File: src/inc/pcd_pkg.sv
// Constants, register map and carrier types of the pattern compare and delta engine.
package pcd_pkg;
   localparam logic [7:0] OP_CMP_PATTERN = 8'h06;
   localparam logic [7:0] OP_DELTA = 8'h07;
   localparam logic [3:0] REG_CTRL = 4'h0;
   localparam logic [3:0] REG_OPFLAGS = 4'h1;
   localparam logic [3:0] REG_XFER = 4'h2;
   localparam logic [3:0] REG_EXPECT = 4'h3;
   localparam logic [3:0] REG_CPL_LO = 4'h4;
   localparam logic [3:0] REG_CPL_HI = 4'h5;
   localparam logic [3:0] REG_SRC1_LO = 4'h6;
   localparam logic [3:0] REG_SRC1_HI = 4'h7;
   localparam logic [3:0] REG_SRC2_LO = 4'h8;
   localparam logic [3:0] REG_SRC2_HI = 4'h9;
   localparam logic [3:0] REG_DREC_LO = 4'hA;
   localparam logic [3:0] REG_DREC_HI = 4'hB;
   localparam logic [3:0] REG_DMAX = 4'hC;
   localparam logic [3:0] REG_RESULT = 4'hD;
   localparam logic [3:0] REG_BYTES = 4'hE;
   localparam logic [3:0] REG_DSIZE = 4'hF;
   localparam int CTRL_START_BIT = 0;
   localparam int CTRL_BUSY_BIT = 0;
   localparam int CTRL_DONE_BIT = 1;
   localparam int FLAG_CHECK_BIT = 8;
   localparam logic [31:0] CFG_RESET = 32'h0000_0000;
   localparam logic [7:0] ST_NONE = 8'h00;
   localparam logic [7:0] ST_SUCCESS = 8'h01;
   localparam logic [7:0] ST_FALSE_PRED = 8'h02;
   localparam logic [7:0] ST_PAGE_FAULT = 8'h03;
   localparam logic [7:0] ST_BAD_OPCODE = 8'h10;
   localparam logic [7:0] ST_OVERLAP = 8'h11;
   localparam logic [7:0] ST_BAD_SIZE = 8'h12;
   localparam logic [31:0] PATTERN_STEP = 32'h0000_0001;
   localparam logic [31:0] BLOCK_BYTES = 32'h0000_0008;
   localparam logic [31:0] ENTRY_BYTES = 32'h0000_000A;
   localparam logic [31:0] DELTA_MAX_XFER = 32'h0008_0000;
   localparam logic [3:0] ENTRY_LAST_IDX = 4'h9;
   localparam logic [3:0] CPL_LAST_IDX = 4'h2;
   typedef struct packed {
      logic req;
      logic we;
      logic [63:0] addr;
      logic [63:0] wdata;
      logic [7:0] be;
   } pcd_mem_req_t;
   typedef struct packed {
      logic ack;
      logic fault;
      logic [63:0] rdata;
   } pcd_mem_rsp_t;
   typedef enum logic [2:0] {S_IDLE, S_CHECK, S_RDA, S_RDB, S_WRD, S_NXT,
      S_CPL} pcd_state_t;
endpackage

File: src/hdl/pcd_engine.sv
// Pattern compare and delta record engine with an Avalon-MM register slave.
`timescale 1ns/1ns
`default_nettype none
module pcd_engine
   import pcd_pkg::*;
(
   input wire logic clock,
   input wire logic rst,
   input wire logic [5:0] address,
   input wire logic read,
   input wire logic write,
   input wire logic [31:0] writedata,
   input wire logic [3:0] byteenable,
   output logic [31:0] readdata,
   output logic waitrequest,
   output var pcd_mem_req_t memReq,
   input wire pcd_mem_rsp_t memRsp
);

   // ----------------------------------------------------------------
   // Helpers.
   // ----------------------------------------------------------------
   function automatic logic [7:0] byteOf(input logic [63:0] w,
      input logic [2:0] i);
      byteOf = w[8*i +: 8];
   endfunction

   function automatic logic overlaps(input logic [63:0] a,
      input logic [31:0] alen, input logic [63:0] b, input logic [31:0] blen);
      overlaps = (alen != 32'h0) && (blen != 32'h0) &&
         (a < b + {32'h0, blen}) && (b < a + {32'h0, alen});
   endfunction

   function automatic logic [7:0] predStatus(input logic [7:0] op,
      input logic chk, input logic [7:0] expv, input logic [1:0] res);
      predStatus = ST_SUCCESS;
      if (chk)
      begin
         if (op == OP_CMP_PATTERN)
         begin
            if (res[0] != expv[0])
               predStatus = ST_FALSE_PRED;
         end
         else if (!expv[res])
            predStatus = ST_FALSE_PRED;
      end
   endfunction

   // ----------------------------------------------------------------
   // Register slave.
   // ----------------------------------------------------------------
   logic ack_reg, ack_next;
   logic [31:0] rdata_reg, rdata_next;
   logic [31:0] cfg_reg [1:12];
   logic [31:0] cfg_next [1:12];
   logic startPulse, clrDone;
   logic [31:0] readVal;
   pcd_state_t state_reg, state_next;
   logic busy_reg, busy_next, done_reg, done_next;
   logic [31:0] pos_reg, pos_next, used_reg, used_next;
   logic [31:0] bytesDone_reg, bytesDone_next;
   logic [63:0] dataA_reg, dataA_next, dataB_reg, dataB_next;
   logic [63:0] faultAddr_reg, faultAddr_next;
   logic [1:0] result_reg, result_next, endRes;
   logic [7:0] status_reg, status_next;
   logic [3:0] wIdx_reg, wIdx_next;
   pcd_mem_req_t mreq_reg, mreq_next;

   always_comb
   begin
      case (address[5:2])
         REG_CTRL: readVal = {30'h0, done_reg, busy_reg};
         REG_RESULT: readVal = {22'h0, result_reg, status_reg};
         REG_BYTES: readVal = bytesDone_reg;
         REG_DSIZE: readVal = used_reg;
         default: readVal = cfg_reg[address[5:2]];
      endcase
   end

   always_comb
   begin
      ack_next = (read | write) & ~ack_reg;
      rdata_next = rdata_reg;
      cfg_next = cfg_reg;
      startPulse = 1'b0;
      clrDone = 1'b0;
      if (read & ~ack_reg)
         rdata_next = readVal;
      if (write & ack_reg)
      begin
         if (address[5:2] == REG_CTRL)
         begin
            startPulse = byteenable[0] & writedata[CTRL_START_BIT];
            clrDone = byteenable[0] & writedata[CTRL_DONE_BIT];
         end
         else if (address[5:2] <= REG_DMAX && !busy_reg)
         begin
            for (int b = 0; b < 4; b++)
               if (byteenable[b])
                  cfg_next[address[5:2]][8*b +: 8] = writedata[8*b +: 8];
         end
      end
   end

   always_ff @(posedge clock)
   begin
      if (rst)
      begin
         ack_reg <= 1'b0;
         rdata_reg <= CFG_RESET;
         for (int i = 1; i <= 12; i++)
            cfg_reg[i] <= CFG_RESET;
      end
      else
      begin
         ack_reg <= ack_next;
         rdata_reg <= rdata_next;
         cfg_reg <= cfg_next;
      end
   end

   assign waitrequest = (read | write) & ~ack_reg;
   assign readdata = rdata_reg;

   // ----------------------------------------------------------------
   // Descriptor fields and addresses.
   // ----------------------------------------------------------------
   logic [7:0] opCode, expRes, entryByte;
   logic checkRes, ackNow;
   logic [31:0] xfer, maxD;
   logic [63:0] cplAddr, src1, src2, drec, srcAddr, wrAddr, cplWord;

   assign opCode = cfg_reg[REG_OPFLAGS][7:0];
   assign checkRes = cfg_reg[REG_OPFLAGS][FLAG_CHECK_BIT];
   assign xfer = cfg_reg[REG_XFER];
   assign expRes = cfg_reg[REG_EXPECT][7:0];
   assign maxD = cfg_reg[REG_DMAX];
   assign cplAddr = {cfg_reg[REG_CPL_HI], cfg_reg[REG_CPL_LO]};
   assign src1 = {cfg_reg[REG_SRC1_HI], cfg_reg[REG_SRC1_LO]};
   assign src2 = {cfg_reg[REG_SRC2_HI], cfg_reg[REG_SRC2_LO]};
   assign drec = {cfg_reg[REG_DREC_HI], cfg_reg[REG_DREC_LO]};
   assign srcAddr = ((state_reg == S_RDB) ? src2 : src1) + {32'h0, pos_reg};
   assign wrAddr = drec + {32'h0, used_reg} + {60'h0, wIdx_reg};
   assign ackNow = mreq_reg.req & memRsp.ack;
   assign endRes = (used_reg != 32'h0) ? 2'h1 : 2'h0;

   always_comb
   begin
      if (wIdx_reg == 4'h0)
         entryByte = pos_reg[10:3];
      else if (wIdx_reg == 4'h1)
         entryByte = pos_reg[18:11];
      else
         entryByte = byteOf(dataB_reg, 3'(wIdx_reg - 4'h2));
      if (wIdx_reg == 4'h0)
         cplWord = {bytesDone_reg, 16'h0, 6'h0, result_reg, status_reg};
      else if (wIdx_reg == 4'h1)
         cplWord = faultAddr_reg;
      else
         cplWord = {32'h0, used_reg};
   end

   // ----------------------------------------------------------------
   // Operation sequencer.
   // ----------------------------------------------------------------
   always_comb
   begin
      state_next = state_reg;
      busy_next = busy_reg;
      done_next = done_reg & ~clrDone;
      pos_next = pos_reg;
      used_next = used_reg;
      bytesDone_next = bytesDone_reg;
      dataA_next = dataA_reg;
      dataB_next = dataB_reg;
      faultAddr_next = faultAddr_reg;
      result_next = result_reg;
      status_next = status_reg;
      wIdx_next = wIdx_reg;
      mreq_next = '0;
      if (ackNow && memRsp.fault && state_reg != S_CPL)
      begin
         faultAddr_next = mreq_reg.addr;
         status_next = ST_PAGE_FAULT;
         result_next = endRes;
         bytesDone_next = pos_reg;
         state_next = S_CPL;
      end
      else
      begin
         case (state_reg)
            S_IDLE:
               if (startPulse)
               begin
                  busy_next = 1'b1;
                  state_next = S_CHECK;
               end
            S_CHECK:
            begin
               pos_next = 32'h0;
               used_next = 32'h0;
               result_next = 2'h0;
               bytesDone_next = 32'h0;
               faultAddr_next = 64'h0;
               status_next = ST_NONE;
               state_next = S_RDA;
               if (opCode == OP_CMP_PATTERN)
               begin
                  if (xfer == 32'h0)
                  begin
                     status_next = predStatus(opCode, checkRes, expRes, 2'h0);
                     state_next = S_CPL;
                  end
               end
               else if (opCode == OP_DELTA)
               begin
                  if (overlaps(drec, maxD, src1, xfer) ||
                     overlaps(drec, maxD, src2, xfer))
                  begin
                     status_next = ST_OVERLAP;
                     state_next = S_CPL;
                  end
                  else if (xfer > DELTA_MAX_XFER)
                  begin
                     status_next = ST_BAD_SIZE;
                     state_next = S_CPL;
                  end
                  else if (xfer == 32'h0)
                  begin
                     status_next = predStatus(opCode, checkRes, expRes, 2'h0);
                     state_next = S_CPL;
                  end
               end
               else
               begin
                  status_next = ST_BAD_OPCODE;
                  state_next = S_CPL;
               end
            end
            S_RDA:
               if (!ackNow)
               begin
                  mreq_next.req = 1'b1;
                  mreq_next.addr = {srcAddr[63:3], 3'h0};
                  mreq_next.be = 8'hFF;
               end
               else if (opCode == OP_DELTA)
               begin
                  dataA_next = memRsp.rdata;
                  state_next = S_RDB;
               end
               else if (byteOf(memRsp.rdata, srcAddr[2:0]) !=
                  byteOf(src2, pos_reg[2:0]))
               begin
                  result_next = 2'h1;
                  bytesDone_next = pos_reg;
                  status_next = predStatus(opCode, checkRes, expRes, 2'h1);
                  state_next = S_CPL;
               end
               else
               begin
                  pos_next = pos_reg + PATTERN_STEP;
                  if (pos_reg + PATTERN_STEP == xfer)
                  begin
                     result_next = 2'h0;
                     status_next = predStatus(opCode, checkRes, expRes, 2'h0);
                     state_next = S_CPL;
                  end
               end
            S_RDB:
               if (!ackNow)
               begin
                  mreq_next.req = 1'b1;
                  mreq_next.addr = {srcAddr[63:3], 3'h0};
                  mreq_next.be = 8'hFF;
               end
               else
               begin
                  dataB_next = memRsp.rdata;
                  if (memRsp.rdata == dataA_reg)
                     state_next = S_NXT;
                  else if (used_reg + ENTRY_BYTES > maxD)
                  begin
                     result_next = 2'h2;
                     bytesDone_next = pos_reg;
                     status_next = predStatus(opCode, checkRes, expRes, 2'h2);
                     state_next = S_CPL;
                  end
                  else
                  begin
                     wIdx_next = 4'h0;
                     state_next = S_WRD;
                  end
               end
            S_WRD:
               if (!ackNow)
               begin
                  mreq_next.req = 1'b1;
                  mreq_next.we = 1'b1;
                  mreq_next.addr = {wrAddr[63:3], 3'h0};
                  mreq_next.be = 8'h01 << wrAddr[2:0];
                  mreq_next.wdata = {56'h0, entryByte} << {wrAddr[2:0], 3'h0};
               end
               else if (wIdx_reg == ENTRY_LAST_IDX)
               begin
                  used_next = used_reg + ENTRY_BYTES;
                  state_next = S_NXT;
               end
               else
                  wIdx_next = wIdx_reg + 4'h1;
            S_NXT:
               if (pos_reg + BLOCK_BYTES >= xfer)
               begin
                  result_next = endRes;
                  bytesDone_next = 32'h0;
                  status_next = predStatus(opCode, checkRes, expRes, endRes);
                  state_next = S_CPL;
               end
               else
               begin
                  pos_next = pos_reg + BLOCK_BYTES;
                  state_next = S_RDA;
               end
            S_CPL:
               if (!ackNow)
               begin
                  mreq_next.req = 1'b1;
                  mreq_next.we = 1'b1;
                  mreq_next.addr = cplAddr + {59'h0, wIdx_reg[1:0], 3'h0};
                  mreq_next.be = 8'hFF;
                  mreq_next.wdata = cplWord;
               end
               else if (wIdx_reg == CPL_LAST_IDX)
               begin
                  busy_next = 1'b0;
                  done_next = 1'b1;
                  state_next = S_IDLE;
               end
               else
                  wIdx_next = wIdx_reg + 4'h1;
            default:
               state_next = S_IDLE;
         endcase
      end
      if (state_next == S_CPL && state_reg != S_CPL)
         wIdx_next = 4'h0;
   end

   always_ff @(posedge clock)
   begin
      if (rst)
      begin
         state_reg <= S_IDLE;
         busy_reg <= 1'b0;
         done_reg <= 1'b0;
         pos_reg <= 32'h0;
         used_reg <= 32'h0;
         bytesDone_reg <= 32'h0;
         dataA_reg <= 64'h0;
         dataB_reg <= 64'h0;
         faultAddr_reg <= 64'h0;
         result_reg <= 2'h0;
         status_reg <= ST_NONE;
         wIdx_reg <= 4'h0;
         mreq_reg <= '0;
      end
      else
      begin
         state_reg <= state_next;
         busy_reg <= busy_next;
         done_reg <= done_next;
         pos_reg <= pos_next;
         used_reg <= used_next;
         bytesDone_reg <= bytesDone_next;
         dataA_reg <= dataA_next;
         dataB_reg <= dataB_next;
         faultAddr_reg <= faultAddr_next;
         result_reg <= result_next;
         status_reg <= status_next;
         wIdx_reg <= wIdx_next;
         mreq_reg <= mreq_next;
      end
   end

   assign memReq = mreq_reg;

endmodule
`default_nettype wire

File: config.mk
export PLATFORM = sky130hd
export DESIGN_NAME = pcd_engine
export DESIGN_NICKNAME = d
export VERILOG_FILES = /design/src/inc/pcd_pkg.sv /design/src/hdl/pcd_engine.sv
export SDC_FILE = /design/constraint.sdc
export NUM_CORES = 2
export LEC_CHECK = 0
export BUFFER_PORTS_ARGS = -buffer_cell sky130_fd_sc_hd__buf_4
export CAP_MARGIN = 20
export CELL_PAD_IN_SITES_DETAIL_PLACEMENT = 1
export CELL_PAD_IN_SITES_GLOBAL_PLACEMENT = 1
export CORE_UTILIZATION = 30
export DETAILED_ROUTE_END_ITERATION = 16
export GPL_TIMING_DRIVEN = 0
export PLACE_DENSITY = 0.6
export SLEW_MARGIN = 25
export SYNTH_ARGS = -nofsm -noshare
export SYNTH_HDL_FRONTEND = slang
export SYNTH_SLANG_ARGS = --single-unit
File: constraint.sdc
create_clock -name clock -period 9.1 [get_ports clock]
set_input_delay 0.91 -clock clock [delete_from_list [all_inputs] [get_ports clock]]
set_output_delay 0.91 -clock clock [all_outputs]
set_load 0.01 [all_outputs]
* After elaboration in Yosys (flattened, before gate mapping)
Cells that the tools add are included.
** Cells by class
- $add $sub $neg :: 12
- $mul :: 0
- Divide/modulo/power cells :: 0
- Magnitude comparators :: 11
- Equal/unequal tests :: 45
- Shift-type cells :: 5
- Muxes and demuxes :: 148
- Bitwise operators :: 13
- Reduce and logical (&&, ||, !) cells :: 39
** Operators with widths (count)
- 2-to-1 mux 384 bit :: 13
- bitwise mux 384 bit :: 4
- 2-to-1 mux 32 bit :: 17
- demux 32 bit (select 4 bit) :: 4
- 2-to-1 mux 64 bit :: 6
- adder 64 x 32 -> 64 bit :: 5
- 2-to-1 mux 138 bit :: 2
- less-than comparator 64 bit :: 4
- case mux 32 bit (4 select lines) :: 2
- case mux 64 bit (3 select lines) :: 1
- indexed part select 64 x 7 -> 8 bit :: 3
- 2-to-1 mux 8 bit :: 22
- binary-select mux 32 bit (select 4 bit) :: 1
- case mux 64 bit (2 select lines) :: 1
- case mux 32 bit (3 select lines) :: 1
- nonzero test 32 bit :: 3
- adder 32 x 4 -> 32 bit, second input constant :: 2
- adder 64 x 4 -> 64 bit :: 1
- adder 64 x 5 -> 64 bit :: 1
- == test 64 bit :: 1
- case mux 32 bit (2 select lines) :: 1
- left shift 8 x 6 -> 64 bit :: 1
- 2-to-1 mux 3 bit :: 17
- 2-to-1 mux 2 bit :: 22
- other kinds (61) :: 138
** Storage, ports and cells
- Bits in registers :: 862
- Bits in latches :: 0
- Memory bits (writable) :: 0
- ROM bits :: 0
- Logic and storage cells :: 305
- Memories :: 0

* Depth between registers and ports, before layout
- Depth in word-level cells :: 22
- Mapped depth :: 25

* Worst setup path after synthesis
Ideal clock, no wire load.
- Kind :: register to register
- From :: reg state_reg[2]
- To :: reg pos_reg[28]
- Library setup time :: 134 ps
- Data arrival time :: 5632 ps
- Data required time :: 8966 ps
- Setup slack :: 3334 ps
- Cell stages (with the launch flop) :: 24
- Path buffers :: 8
- Cell sequence :: dfxtp_1 -> clkbuf_1 -> nand3b_1 -> clkbuf_1 -> buf_1 -> clkbuf_1 -> buf_1 -> nand2_1 -> nand2_1 -> ha_1 -> inv_1 -> fa_1 -> buf_2 -> buf_1 -> mux4_2 -> mux2i_1 -> xnor2_1 -> nand4_1 -> nor3_1 -> or2_2 -> nand3_1 -> clkbuf_1 -> o311ai_0 -> o31ai_1
** Between the ends
- Longest elaborated chain between the ends :: 7
** RTL lines
- from (decl) :: line pcd_engine.sv:58 : pcd_state_t state_reg, state_next;
- from (signal assigned) :: line pcd_engine.sv:369 : state_reg <= state_next;
- == test 3 x 2 -> 1 bit :: line pcd_engine.sv:142 : assign srcAddr = ((state_reg == S_RDB) ? src2 : src1) + {32'h0, pos_reg};
- 2-to-1 mux 64 bit :: line pcd_engine.sv:142
- adder 64 x 32 -> 64 bit :: line pcd_engine.sv:142
- indexed part select 64 x 7 -> 8 bit :: line pcd_engine.sv:25 : byteOf = w[8*i +: 8];
- inequality test 8 bit :: line pcd_engine.sv:252 : else if (byteOf(memRsp.rdata, srcAddr[2:0]) !=
- inequality test 2 bit (no source line)
- AND reduction 6 bit (no source line)
- to (signal assigned) :: line pcd_engine.sv:372 : pos_reg <= pos_next;
- to (decl) :: line pcd_engine.sv:60 : logic [31:0] pos_reg, pos_next, used_reg, used_next;
Parallel ways exist; a longest one is shown, timed or not.
A chain may end at the register's enable or synchronous reset.

* Worst setup path after layout
- From :: reg cfg_reg, in the netlist xfer[16]
- To :: reg wIdx_reg[2]
** Between the ends
- Longest elaborated chain between the ends :: 13
** RTL lines
- from (decl) :: line pcd_engine.sv:54 : logic [31:0] cfg_reg [1:12];
- from (signal assigned) :: line pcd_engine.sv:118 : cfg_reg <= cfg_next;
- adder 64 x 32 -> 64 bit / nonzero test 32 bit (equally long branches) :: line pcd_engine.sv:31, pcd_engine.sv:30
- less-than comparator 64 bit / logical AND 1 bit (equally long branches) :: line pcd_engine.sv:31, pcd_engine.sv:30
- logical AND 1 bit :: line pcd_engine.sv:30 : overlaps = (alen != 32'h0) && (blen != 32'h0) &&
- logical AND 1 bit :: line pcd_engine.sv:31 : (a < b + {32'h0, blen}) && (b < a + {32'h0, alen});
- logical OR 1 bit :: line pcd_engine.sv:217 : if (overlaps(drec, maxD, src1, xfer) ||
- 2-to-1 mux 3 bit :: line pcd_engine.sv:217
- 2-to-1 mux 3 bit :: line pcd_engine.sv:215 : else if (opCode == OP_DELTA)
- 2-to-1 mux 3 bit :: line pcd_engine.sv:207 : if (opCode == OP_CMP_PATTERN)
- case mux 3 bit (7 select lines) * :: line pcd_engine.sv:191 : case (state_reg)
- 2-to-1 mux 3 bit * :: line pcd_engine.sv:181 : if (ackNow && memRsp.fault && state_reg != S_CPL)
- == test 3 bit * :: line pcd_engine.sv:345 : if (state_next == S_CPL && state_reg != S_CPL)
- logical AND 1 bit * :: line pcd_engine.sv:345
- OR reduction 2 bit (no source line) *
- to (signal assigned) :: line pcd_engine.sv:380 : wIdx_reg <= wIdx_next;
- to (decl) :: line pcd_engine.sv:66 : logic [3:0] wIdx_reg, wIdx_next;
Mark *: on every way between the ends. The rest lies on a longest branch, timed or not.

==> summary.md <==
| Metric | Value |
|---|---|
| Final hold vios | 0 |
| Avg Inst Size Synth | 7.67 um2 |
| Die Wd | 454 um |
| Tcrit/Tclk final | 102% |
| Pin count of the biggest net entering global routing | 20 |
| RR Endpoint | wIdx_reg[2] |
| Worst Setup Start Kind | register |
| Worst-Skew Late Latency | 0.81 ns |
| Flip-flop count of the largest register after layout | 320 |
| Post-synth ARST share | 0% |
| Synthesized cell area | 61,200 um2 |
| Total Power | 8990 uW |
| Grt total ovfl | 0 |
| CP endpoint | wIdx_reg[2] |
| Area grow syn2layout | 16.7% |
| Vias in the first global route | 67,200 |
| Leakage | 0.0267 uW |
| Layout cells sized above 1 | 9.85% |
| CTS H-tree depth | 3 |
| Cell with the most instances after synthesis | nand2_1 |
| Final slew viol count | 0 |
| Routed wire per std cell | 42.4 um |
| WS Path Type | reg2reg |
| FMAX | 0.108 GHz |
| HP Class | in2reg |
| Clock Path Buffers | 3 |
| Area taken by flip-flops and latches | 17,200 um2 |
| Core area | 202,000 um2 |
| Critical Path RT | 9.70 ns |
| Peak fanout along the critical path | 10 |
| Pwr dens | 126 nW/um2 |
| CP startpoint | xfer[16] |
| Top-level I/O count | 283 |
| Synth warn | 0 |
| Reg-to-reg startpoint | xfer[16] |
| # setup viols final | 6 |
| ANT nets after route | 0 |
| Iteration-0 DRC count of the detailed router | 9,956 |
| DR vias | 72,100 |
| CTS Buf Count | 108 |
| Hold Startpoint | writedata[18] |
| Avg Vias per Cell | 6.43 |
| Maxcap violations | 0 |
| Initial core utilization | 30.2% |
| Reg clk slew, reported paths | 0.06 ns |
| Multi-input gate area | 41,900 um2 |
| FILL cells | 24,500 |
| Residual DRC count | 0 |
| Status | finished with violations |
| Top-area cell type share of the netlist area | 28.0% |
| CP arrival | 9.84 ns |
| Dominant synthesized flop cell | dfxtp_1 |
| Fin crit period | 9.24 ns |
| Reg-to-reg slack, setup | -0.14 ns |
| CTS sink cnt | 856 |
| Root buf cell | clkbuf_16 |
| Most frequent cells after synthesis | nand2_1, a21oi_1, dfxtp_1, nor2_1, ha_1 |
| Die Ht | 454 um |
| Worst Tran Pin Value | 1.32 ns |
| Placement-stage cell area | 67,500 um2 |
| Gr usage total | 44.7% |
| Slack of the critical path | -0.142 ns |
| Placed wire-length estimate | 390,000 um |
| Die area | 206,000 um2 |
| Initial antenna violation count | 103 |
| IO Port Bufs | 277 |
| Skew final | 0.0433 ns |
| Cell variety after synth | 84 |
| Crit path capture type | register |
| Post-Route WL | 476,000 um |
| Design Area, Final | 71,400 um2 |
| Initial DRT Pass Iterations | 10 |
| Cells after synthesis | 7,980 |
| Placer's final routability congestion estimate | 1.08 |
| Failing checks | negative setup slack |
| R2R depth | 20 |
| CTS tree | built |
| Layout net count | 9,048 |
| Yosys reg bits | 856 |
| First-pass GRT wire length | 619,000 um |
| Worst IR Drop VDD | 148 uV |
| Largest cells by area after synthesis | dfxtp_1, ha_1, a21oi_1 |
| Sequential area share after synthesis | 28.0% |
| Worst Hold Slack | 0.374 ns |
| Rows | 165 |
| EDFF count, synth | 0 |
| Post-synth top area cell | dfxtp_1 |
| Slew headroom | 12.0% |
| RSZ-0062 raised after global routing | false |
| Syn_nets | 8,615 |
[metal layers]
| metal | share of wire, % | global-route usage [%] | vias to the layer above |
|---|---|---|---|
| li1 | - | - | 29600 |
| met3 | 12 | 14.2 | 988 |
| met4 | 6.6 | 25.8 | 40 |
| met2 | 39 | 60.6 | 4501 |
| met5 | 0.094 | 0 | - |
| met1 | 43 | 61.2 | 37000 |
[final cells by class]
cell class,instances,area share (%)
multi-input cells,6440,58.7
clock inverters,40,0.689
flip-flops and latches,856,24.0
clock buffers,153,4.36
diodes,53,0.186
well taps,2672,4.68
plain buffers,535,2.96
inverters,147,0.773
repair buffers,325,3.64
[how the worst min path moves through the flow]
stage / end / depth (start not counted)
after floorplan: dataB_reg[0] / 2
after global placement: dataB_reg[21] / 2
after detailed placement: dataB_reg[23] / 2
after CTS: cfg_reg[376] / 3
after global routing: cfg_reg[376] / 3
final: maxD[18] / 3
[power breakdown]
| part | switching (uW) | leakage (uW) | internal (uW) |
|---|---|---|---|
| logic | 511 | 0.0180 | 149 |
| registers | 26.3 | 0.00691 | 3760 |
| clock network | 1960 | 0.00175 | 2580 |
[per-stage QoR]
stage	setup TNS [ns]	instances	util, %	setup WS, ns
after floorplan	0	7980	-	3.33
after global placement	-69.11	10900	32.9	-2.45
after detailed placement	-32.64	11000	33.3	-1.26
after CTS	0	11200	35.2	0.0792
after global routing	0	11200	35.2	0.0450
final	-0.568	11200	35.3	-0.142
[what timing repair did]
item | 4_1_cts | 5_1_grt
setup buffers | 2 | 0
gates resized for setup | 12 | 5
gates cloned | 0 | 0
endpoints found under the hold margin | 0 | 0
setup endpoints to repair | 70 | 7
hold buffers | 0 | 0
[kinds of logic (layout without fill, tap and decap cells)]
| kind of cell | count (synthesis) | after routing | synth area share, % |
|---|---|---|---|
| mux | 227 | 227 | 6.03 |
| buf+inv | 684 | 1200 | 4.24 |
| xor+xnor | 516 | 516 | 7.41 |
| simple gates | 2904 | 2904 | 21.3 |
| other cells | 0 | 53 | 0 |
| compound gates | 2270 | 2270 | 22.2 |
| fa+ha+maj | 523 | 523 | 10.8 |
| flops | 856 | 856 | 28.0 |
[worst max-delay path, cell delays in order (launching register included)]
cell and delay [ns]:
dfxtp_1 1.09, ha_1 0.37, and3_1 0.83, and3_1 0.28, nand4_1 0.23, a21oi_1 0.27
o31ai_1 0.16, a21oi_1 0.97, clkbuf_1 0.86, nand3_1 0.21, xor2_1 0.21, ha_1 0.34
a21oi_1 0.15, o21ai_0 0.18, a211o_1 0.29, nor4_1 0.77, o211ai_1 0.25, a31oi_2 0.69
nor3_1 0.15, o21ai_1 0.53, a221oi_1 0.19
[placed cells by master (no fill, tap or decap), types with 27 or more instances in the layout]
cell       count
nor3_1       111
mux2i_1      113
nand4_1      138
and3_1        77
o22ai_1       40
mux4_2       113
or3_1         29
inv_1        144
a21o_1       154
a221oi_1      42
xnor2_1      229
a211oi_1      85
clkbuf_2      59
nor2_1       576
ha_1         514
diode_2       53
o21a_1        32
and2_1        30
nand2b_1      39
buf_2         30
dfxtp_1      830
nor4_1        69
xor2_1       278
nand2_1     1354
clkbuf_16    108
a21oi_1     1024
a22oi_1      116
o21ai_0      451
and4_1        29
o31ai_1       28
o21bai_1      27
a31oi_1       43
nor2b_1       69
buf_4        298
clkbuf_1     449
nand3_1      272
(Power assumes the default switching activity.)
